==> src/include/power_mode_cfg.svh <==
// Register map, field positions, reset values and mode codes of the power mode controller.
`ifndef POWER_MODE_CFG_SVH
`define POWER_MODE_CFG_SVH

`define PMC_ADDR_W 4
`define PMC_CTRL_ADDR 4'h0
`define PMC_CTRL_RESET 8'h00
`define PMC_READ_ZERO 32'h0000_0000

`define PMC_BIT_SLOW_REQ 0
`define PMC_BIT_FAST_OFF 1
`define PMC_BIT_IDLE 2
`define PMC_BIT_HALT 3
`define PMC_BIT_RSVD 4
`define PMC_BIT_DEFER 5
`define PMC_BIT_FAST_GOOD 6
`define PMC_BIT_SLOW_GOOD 7

`define PMC_MODE_ACTIVE 2'h0
`define PMC_MODE_SAVE 2'h1
`define PMC_MODE_IDLE 2'h2
`define PMC_MODE_HALT 2'h3

`endif

==> src/include/power_mode_pkg.sv <==
// Types shared by the power mode controller.
package power_mode_pkg;
    typedef enum logic [2:0] {
        ST_ACTIVE,
        ST_SAVE,
        ST_IDLE,
        ST_HALT,
        ST_WAKE
    } pm_state_e;
endpackage

==> src/rtl/clock_good_sync.sv <==
// Two-flop synchronisers for the oscillator good indicators.
`timescale 1ns/100ps
module clock_good_sync (
    input wire logic ref_clk,
    input wire logic arst_n,
    input wire logic [1:0] asyncIn,
    output logic [1:0] syncOut
);
    logic [1:0] meta_q;

    // The first stage feeds only the second stage.
    for (genvar i = 0; i < 2; i++) begin : g_bit
        always_ff @(posedge ref_clk or negedge arst_n) begin
            if (!arst_n) begin
                meta_q[i] <= 1'b0;
                syncOut[i] <= 1'b0;
            end else begin
                meta_q[i] <= asyncIn[i];
                syncOut[i] <= meta_q[i];
            end
        end
    end
endmodule

==> src/rtl/power_mode_controller.sv <==
// Power mode controller: control/status register, mode sequencer and clock controls.
//
// Summary of operation
// - Byte register: status, defer, reserved, halt, idle, oscoff, slow.
// - Reset clears all control bits, Active mode.
// - Two top bits are read-only hardware status.
// - Slow request zero means Active; one enters Power Save.
// - Software sets slow request; wake-up clears it.
// - Oscillator off bit acts only in Save/Idle.
// - Idle request enters Idle on WAIT, deferred.
// - Halt request enters Halt on WAIT, deferred.
// - Wake-up clears idle and halt, returns Active.
// - Immediate slow switch; bit reads one afterwards.
// - Deferred slow switch; bit reads one at once.
// - Fast good reflects fast clock; gates Active entry.
// - Save or Idle entry from Active needs slow good.
// - Slow good selects main or low-speed indicator.
// - Idle or Halt only from Active or Save.
// - Oscillator stops only after mode entered.
// - In Save, oscillator off stops fast clock.
// - Clearing slow request returns Active; reads one meanwhile.
// - Wake-up: clear oscoff, await fast good, Active.
// - Wake-up stays latched until acknowledge or reset.
// - Mode switch waits for needed clock good.
// - Halt stops all clocks and the oscillator.
// - Idle keeps only controller and timer on slow clock.
//
// The Avalon-MM slave port and the placing of the registers were left to the implementer.
`timescale 1ns/100ps
`include "power_mode_cfg.svh"
module power_mode_controller (
    input wire logic ref_clk,
    input wire logic arst_n,
    input wire logic [`PMC_ADDR_W-1:0] address,
    input wire logic read,
    input wire logic write,
    input wire logic [31:0] writedata,
    input wire logic [3:0] byteenable,
    output logic [31:0] readdata,
    output logic waitrequest,
    input wire logic waitExec,
    input wire logic wakeEvent,
    input wire logic intAck,
    input wire logic goodMainClk,
    input wire logic goodLowSpeedClk,
    input wire logic slowSrcSel,
    output logic [1:0] powerMode,
    output logic stopMainOsc,
    output logic cpuOnSlowClk,
    output logic coreClkStop,
    output logic slowClkStop,
    output logic wakeLatched
);
    import power_mode_pkg::*;

    pm_state_e state_q;
    pm_state_e state_d;
    logic waitReq_q;
    logic [31:0] readData_q;
    logic slowReq_q;
    logic slowPend_q;
    logic exitPend_q;
    logic waitPend_q;
    logic deferToWait_q;
    logic fastOscOff_q;
    logic idleReq_q;
    logic haltReq_q;
    logic fastClockGood_q;
    logic slowClockGood_q;
    logic srcSel_q;
    logic srcCaptured_q;
    logic wake_q;
    logic [1:0] powerMode_q;
    logic stopMainOsc_q;
    logic cpuOnSlowClk_q;
    logic coreClkStop_q;
    logic slowClkStop_q;
    logic [1:0] goodSync;
    logic regHit;
    logic wrAcc;
    logic [7:0] ctrlView;
    logic waitSeen;
    logic waitActive;

    clock_good_sync u_sync (
        .ref_clk(ref_clk),
        .arst_n(arst_n),
        .asyncIn({goodLowSpeedClk, goodMainClk}),
        .syncOut(goodSync)
    );

    // Bus slave: one wait cycle, then the access completes at the edge where
    // waitrequest is seen low. Unmapped addresses read zero and ignore writes.
    assign regHit = (address == `PMC_CTRL_ADDR);
    assign wrAcc = write && !waitReq_q && regHit && byteenable[0];
    assign ctrlView = {slowClockGood_q, fastClockGood_q, deferToWait_q, 1'b0,
                       haltReq_q, idleReq_q, fastOscOff_q, slowReq_q};

    always_ff @(posedge ref_clk or negedge arst_n) begin
        if (!arst_n) begin
            waitReq_q <= 1'b1;
            readData_q <= `PMC_READ_ZERO;
        end else if ((read || write) && waitReq_q) begin
            waitReq_q <= 1'b0;
            readData_q <= (read && regHit) ? {24'h00_0000, ctrlView} : `PMC_READ_ZERO;
        end else begin
            waitReq_q <= 1'b1;
        end
    end

    // Slow clock source is caught once after reset release, like a strap.
    always_ff @(posedge ref_clk or negedge arst_n) begin
        if (!arst_n) begin
            srcCaptured_q <= 1'b0;
            srcSel_q <= 1'b0;
        end else if (!srcCaptured_q) begin
            srcCaptured_q <= 1'b1;
            srcSel_q <= slowSrcSel;
        end
    end

    // Status bits follow hardware only; writes cannot reach them.
    always_ff @(posedge ref_clk or negedge arst_n) begin
        if (!arst_n) begin
            fastClockGood_q <= 1'b0;
            slowClockGood_q <= 1'b0;
        end else begin
            fastClockGood_q <= goodSync[0];
            slowClockGood_q <= srcSel_q ? goodSync[1] : goodSync[0];
        end
    end

    // Wake-up latch; a new event wins over an acknowledge in the same cycle.
    always_ff @(posedge ref_clk or negedge arst_n) begin
        if (!arst_n) begin
            wake_q <= 1'b0;
        end else if (wakeEvent) begin
            wake_q <= 1'b1;
        end else if (intAck) begin
            wake_q <= 1'b0;
        end
    end

    // Plain control bits. Wake-up clearing wins over a simultaneous write.
    always_ff @(posedge ref_clk or negedge arst_n) begin
        if (!arst_n) begin
            deferToWait_q <= 1'b0;
            fastOscOff_q <= 1'b0;
            idleReq_q <= 1'b0;
            haltReq_q <= 1'b0;
        end else begin
            if (wrAcc) begin
                deferToWait_q <= writedata[`PMC_BIT_DEFER];
                fastOscOff_q <= writedata[`PMC_BIT_FAST_OFF];
                idleReq_q <= writedata[`PMC_BIT_IDLE];
                haltReq_q <= writedata[`PMC_BIT_HALT];
            end
            if (wakeEvent) begin
                fastOscOff_q <= 1'b0;
                idleReq_q <= 1'b0;
                haltReq_q <= 1'b0;
            end
        end
    end

    // A WAIT counts from Active only when deferral was already set.
    assign waitActive = waitExec || waitPend_q;
    assign waitSeen = (state_q == ST_SAVE) ? waitActive : (deferToWait_q && waitActive);

    always_comb begin
        state_d = state_q;
        unique case (state_q)
            ST_ACTIVE: begin
                if (wakeEvent) begin
                    state_d = ST_ACTIVE;
                end else if (waitSeen && haltReq_q) begin
                    state_d = ST_HALT;
                end else if (waitSeen && idleReq_q && slowClockGood_q) begin
                    state_d = ST_IDLE;
                end else if (waitSeen && slowReq_q && slowClockGood_q) begin
                    state_d = ST_SAVE;
                end else if (slowPend_q && slowClockGood_q) begin
                    state_d = ST_SAVE;
                end
            end
            ST_SAVE: begin
                if (wakeEvent) begin
                    state_d = ST_WAKE;
                end else if (waitSeen && haltReq_q) begin
                    state_d = ST_HALT;
                end else if (waitSeen && idleReq_q) begin
                    state_d = ST_IDLE;
                end else if (exitPend_q && fastClockGood_q) begin
                    state_d = ST_ACTIVE;
                end
            end
            ST_IDLE, ST_HALT: begin
                if (wakeEvent) begin
                    state_d = ST_WAKE;
                end
            end
            ST_WAKE: begin
                if (fastClockGood_q) begin
                    state_d = ST_ACTIVE;
                end
            end
        endcase
    end

    always_ff @(posedge ref_clk or negedge arst_n) begin
        if (!arst_n) begin
            state_q <= ST_ACTIVE;
        end else begin
            state_q <= state_d;
        end
    end

    // A counted WAIT whose mode entry still waits for a clock is held until the clock is good.
    // Any other WAIT is dropped, so that a later register write cannot act on a stale WAIT.
    always_ff @(posedge ref_clk or negedge arst_n) begin
        if (!arst_n) begin
            waitPend_q <= 1'b0;
        end else if (wakeEvent || wrAcc || state_d != state_q) begin
            waitPend_q <= 1'b0;
        end else if (waitExec && (state_q == ST_SAVE || deferToWait_q)
                     && (idleReq_q || (state_q == ST_ACTIVE && slowReq_q))) begin
            waitPend_q <= 1'b1;
        end
    end

    // Slow-mode request bit and its pending switches.
    always_ff @(posedge ref_clk or negedge arst_n) begin
        if (!arst_n) begin
            slowReq_q <= 1'b0;
            slowPend_q <= 1'b0;
            exitPend_q <= 1'b0;
        end else if (wakeEvent) begin
            slowReq_q <= 1'b0;
            slowPend_q <= 1'b0;
            exitPend_q <= 1'b0;
        end else if (state_q == ST_ACTIVE && state_d == ST_SAVE) begin
            slowReq_q <= 1'b1;
            slowPend_q <= 1'b0;
        end else if (state_q == ST_SAVE && state_d == ST_ACTIVE) begin
            slowReq_q <= 1'b0;
            exitPend_q <= 1'b0;
        end else if (wrAcc && state_q == ST_ACTIVE) begin
            if (!writedata[`PMC_BIT_SLOW_REQ]) begin
                slowReq_q <= 1'b0;
                slowPend_q <= 1'b0;
            end else if (writedata[`PMC_BIT_DEFER]) begin
                slowReq_q <= 1'b1;
                slowPend_q <= 1'b0;
            end else begin
                slowPend_q <= 1'b1;
            end
        end else if (wrAcc && state_q == ST_SAVE) begin
            exitPend_q <= !writedata[`PMC_BIT_SLOW_REQ];
        end
    end

    // Clock controls derived from the mode actually in force.
    always_ff @(posedge ref_clk or negedge arst_n) begin
        if (!arst_n) begin
            powerMode_q <= `PMC_MODE_ACTIVE;
            stopMainOsc_q <= 1'b0;
            cpuOnSlowClk_q <= 1'b0;
            coreClkStop_q <= 1'b0;
            slowClkStop_q <= 1'b0;
        end else begin
            unique case (state_q)
                ST_ACTIVE: begin
                    powerMode_q <= `PMC_MODE_ACTIVE;
                    stopMainOsc_q <= 1'b0;
                    cpuOnSlowClk_q <= 1'b0;
                    coreClkStop_q <= 1'b0;
                    slowClkStop_q <= 1'b0;
                end
                ST_SAVE: begin
                    powerMode_q <= `PMC_MODE_SAVE;
                    stopMainOsc_q <= fastOscOff_q;
                    cpuOnSlowClk_q <= 1'b1;
                    coreClkStop_q <= 1'b0;
                    slowClkStop_q <= 1'b0;
                end
                ST_IDLE: begin
                    powerMode_q <= `PMC_MODE_IDLE;
                    stopMainOsc_q <= fastOscOff_q;
                    cpuOnSlowClk_q <= 1'b1;
                    coreClkStop_q <= 1'b1;
                    slowClkStop_q <= 1'b0;
                end
                ST_HALT: begin
                    powerMode_q <= `PMC_MODE_HALT;
                    stopMainOsc_q <= 1'b1;
                    cpuOnSlowClk_q <= 1'b1;
                    coreClkStop_q <= 1'b1;
                    slowClkStop_q <= 1'b1;
                end
                ST_WAKE: begin
                    stopMainOsc_q <= 1'b0;
                    slowClkStop_q <= 1'b0;
                end
            endcase
        end
    end

    assign readdata = readData_q;
    assign waitrequest = waitReq_q;
    assign powerMode = powerMode_q;
    assign stopMainOsc = stopMainOsc_q;
    assign cpuOnSlowClk = cpuOnSlowClk_q;
    assign coreClkStop = coreClkStop_q;
    assign slowClkStop = slowClkStop_q;
    assign wakeLatched = wake_q;
endmodule

==> config.mk <==
export PLATFORM = sky130hd
export DESIGN_NAME = power_mode_controller
export DESIGN_NICKNAME = d
export VERILOG_FILES = /design/src/include/power_mode_pkg.sv /design/src/rtl/clock_good_sync.sv /design/src/rtl/power_mode_controller.sv
export VERILOG_INCLUDE_DIRS = /design/src /design/src/include
export SDC_FILE = /design/constraint.sdc
export NUM_CORES = 1
export LEC_CHECK = 0
export BUFFER_PORTS_ARGS = -buffer_cell sky130_fd_sc_hd__buf_2
export CAP_MARGIN = 30
export CORE_MARGIN = 3
export CORE_UTILIZATION = 45
export DETAILED_ROUTE_END_ITERATION = 10
export PLACE_DENSITY = 0.79
export RECOVER_POWER = 100
export SKIP_CTS_REPAIR_TIMING = 1
export SLEW_MARGIN = 20
export SYNTH_ARGS = -nofsm -noshare
export SYNTH_HDL_FRONTEND = slang
export SYNTH_SLANG_ARGS = --single-unit
==> constraint.sdc <==
create_clock -name ref_clk -period 1.9 [get_ports ref_clk]
set_input_delay 0.19 -clock ref_clk [delete_from_list [all_inputs] [get_ports ref_clk]]
set_output_delay 0.19 -clock ref_clk [all_outputs]
set_load 0.005 [all_outputs]
==> reports/metrics.cfg <==
[global_route]
grt_start_max_net_pins=35
grtUsageTotal_pct=16.7
grt_pass1_wl_microns=5800
antenna_found_initial=0
grt_pass1_vias=1234
grt-ovfl-total=0

[floorplan]
coreArea_sq_um=3740
start_util_pct=47.5
die_w_microns=68.8
ios=90
rows=22
die_h_microns=68.8
die_area_sq_um=4740

[power_and_ir_drop]
total_power_uw=1390
ir_drop_v=0.000376
p_leak_uw=0.000966
p_per_area_nw_per_um2=696

[routing]
drc=0
vias_per_cell=5.27
vias=1360
avgRoutedWirePerCell_microns=14.0
first_pass_iters=4
ant_nets=0
wl_microns=3610
drt-initial-drc-count=95

[yosys]
synth_top_cell_area_share_pct=46.5
synth_edf_count=0
ys_dominant_reg_cell=dfrtp_1
ys_types=48
yosys.area.top_type=dfrtp_1
ys_ff_latch=34
syn_area_sq_um=1780
synthCells=168
synthArstFlopShare_pct=100
yosys-top-cells-count=dfrtp_1 (33), buf_4 (27), nand2_1 (11), a21oi_1 (9)
syn_area_per_cell_sq_um=10.6
yosysWarnings=0
synth_most_common_cell=dfrtp_1
synth_area_leaders=dfrtp_1 (46%), buf_4 (11%), a22o_1 (3.9%)
yosysSeqAreaShare_pct=48.0

[placed_design]
placed_cell_area_sq_um=1920
port_buffers=34
gp_congestion=0.908
dp_hpwl_microns=2620

[layout]
design_area_sq_um=2000
area_growth_pct=12.6
drive_gt1_share_pct=23.8
final_util_pct=53.4
num_antenna_cells=0
nets=259

[status]
status=complete, but fails checks
violations=hold timing

[timing]
slew_violations=0
min_period_ns=1.85
fin_skew_ns=0.00725
finalHoldViolations=33
fmax_mhz=541
rsz0062_at_grt=true
finalSetupTns_ns=0
slew_headroom_pct=39.8
setup_viol=0
worst_pin_slew_ns=0.894
worst_hold_slack_ns=-0.0306
finalCritPeriodShare_pct=97.3

[clock_network]
cts_tree=yes
clock-sinks=34
cts_max_path_buffers=2
htree_levels=2
clkSlewWorstSetupHoldPaths_ns=0.07
cts_buffers=5
clkLatencyLatePin_ns=0.28
root_buffer=clkbuf_8

[critical_path]
cp-start-kind=flop
worstPathRequired_ns=2.10
criticalPathCategory=reg2reg
path_max_fanout=14
arrival_ns=2.05
worstSetupEndpointType=flop

[hold_path]
hold_class=in2async

[flow_run]
maxCapViolations=0

-- worst paths after layout --
| check | start | to | cells after the start | slack [ns] |
|---|---|---|---|---|
| min in group ref_clk | goodMainClk | u_sync.meta_q[0]$_DFF_PN0_ | 1 | 0.01 |
| max | state_q[2]$_DFF_PN0_ | waitPend_q$_DFFE_PN0P_ | 5 | 0.05 |
| min | arst_n | readdata[0]$_DFFE_PN0P_ | 1 | -0.03 |
| max reg2reg | state_q[2]$_DFF_PN0_ | waitPend_q$_DFFE_PN0P_ | 5 | 0.05 |
| min reg2reg | u_sync.meta_q[1]$_DFF_PN0_ | u_sync.syncOut[1]$_DFF_PN0_ | 0 | 0.36 |
| max in group asynchronous | arst_n | state_q[2]$_DFF_PN0_ | 1 | 1.40 |
-- power by group --
group / total, uW / leakage, uW / switching, uW / internal (uW)
clock network: 501 / 0.0000450 / 247 / 253
registers: 776 / 0.000442 / 27.1 / 749
logic: 116 / 0.000479 / 72.5 / 43.4
-- cells in the final DEF (no fill, tap or decap), types with 2 or more instances in the layout --
master and instances:
clkbuf_1 14, nand2_1 11, inv_1 5, a211oi_2 2, buf_4 5, a22o_1 8
o221ai_1 2, a21oi_1 9, dfrtp_2 2, o21ai_0 6, o21a_1 3, o211ai_1 2
clkinv_2 2, mux2i_1 5, a211oi_1 3, mux2_2 2, a21o_1 2, conb_1 26
dfrtp_1 31, clkbuf_8 5, nand2b_1 4, nor2_1 8, nor3_1 2, buf_2 24
-- kinds of logic (layout without fill, tap and decap cells) --
logic type / Yosys count / count (layout) / share of synthesized area (%)
AO/OA/AOI/OAI: 50 / 50 / 21.5
buffers and inverters: 39 / 57 / 14.4
AND/OR/NAND/NOR: 35 / 35 / 11.1
flip-flops: 34 / 34 / 48.0
multiplexers: 7 / 7 / 4.08
other: 2 / 26 / 0.423
adder cells (fa/ha/maj): 1 / 1 / 0.563
-- layout make-up --
type | instances | area [sq um]
Multi-Input combinational cell | 119 | 764
Inverter | 6 | 22.5
Clock buffer | 6 | 72.6
Sequential cell | 34 | 855
Fill cell | 361 | 1740
Tap cell | 48 | 60.1
Clock inverter | 2 | 10.0
Timing Repair Buffer | 43 | 216
-- metrics by stage --
step | std cells | setup WS (ns) | hold slack (ns)
6_report | 258 | 0.0522 | -0.0306
5_1_grt | 258 | -0.0266 | 0.00954
4_1_cts | 257 | 0.0222 | -0.0111
3_5_place_dp | 249 | 0.0256 | 0.300
3_3_place_gp | 249 | 0.0610 | 0.287
2_1_floorplan | 192 | 0.264 | -0.106
-- state kept, by name, summed over array words and instances (netlist names) --
register,cells
u_sync.meta_q,2
fastClockGood_q,1
slowPend_q,1
wakeLatched,1
slowClockGood_q,1
stopMainOsc,1
srcCaptured_q,1
slowClkStop,1
waitPend_q,1
deferToWait_q,1
haltReq_q,1
idleReq_q,1
slowReq_q,1
fastOscOff_q,1
powerMode,2
cpuOnSlowClk,1
state_q,3
waitrequest,1
u_sync.syncOut,2
srcSel_q,1
readdata,7
exitPend_q,1
coreClkStop,1
-- critical path, cell delays in order (launching register included) --
cell,delay [ns]
dfrtp_2,0.51
nor3b_4,0.37
o221ai_1,0.15
a211oi_1,0.36
o221ai_1,0.20
a211oi_2,0.18
-- metal layers --
metal | GRT usage [%] | share of wire (%) | up-vias
li1 | - | - | 637
met1 | 21.9 | 41 | 641
met2 | 26.1 | 47 | 75
met3 | 3.89 | 11 | 7
met4 | 7.79 | 1.9 | 0
met5 | 0 | 0 | -
(Power assumes the default switching activity.)
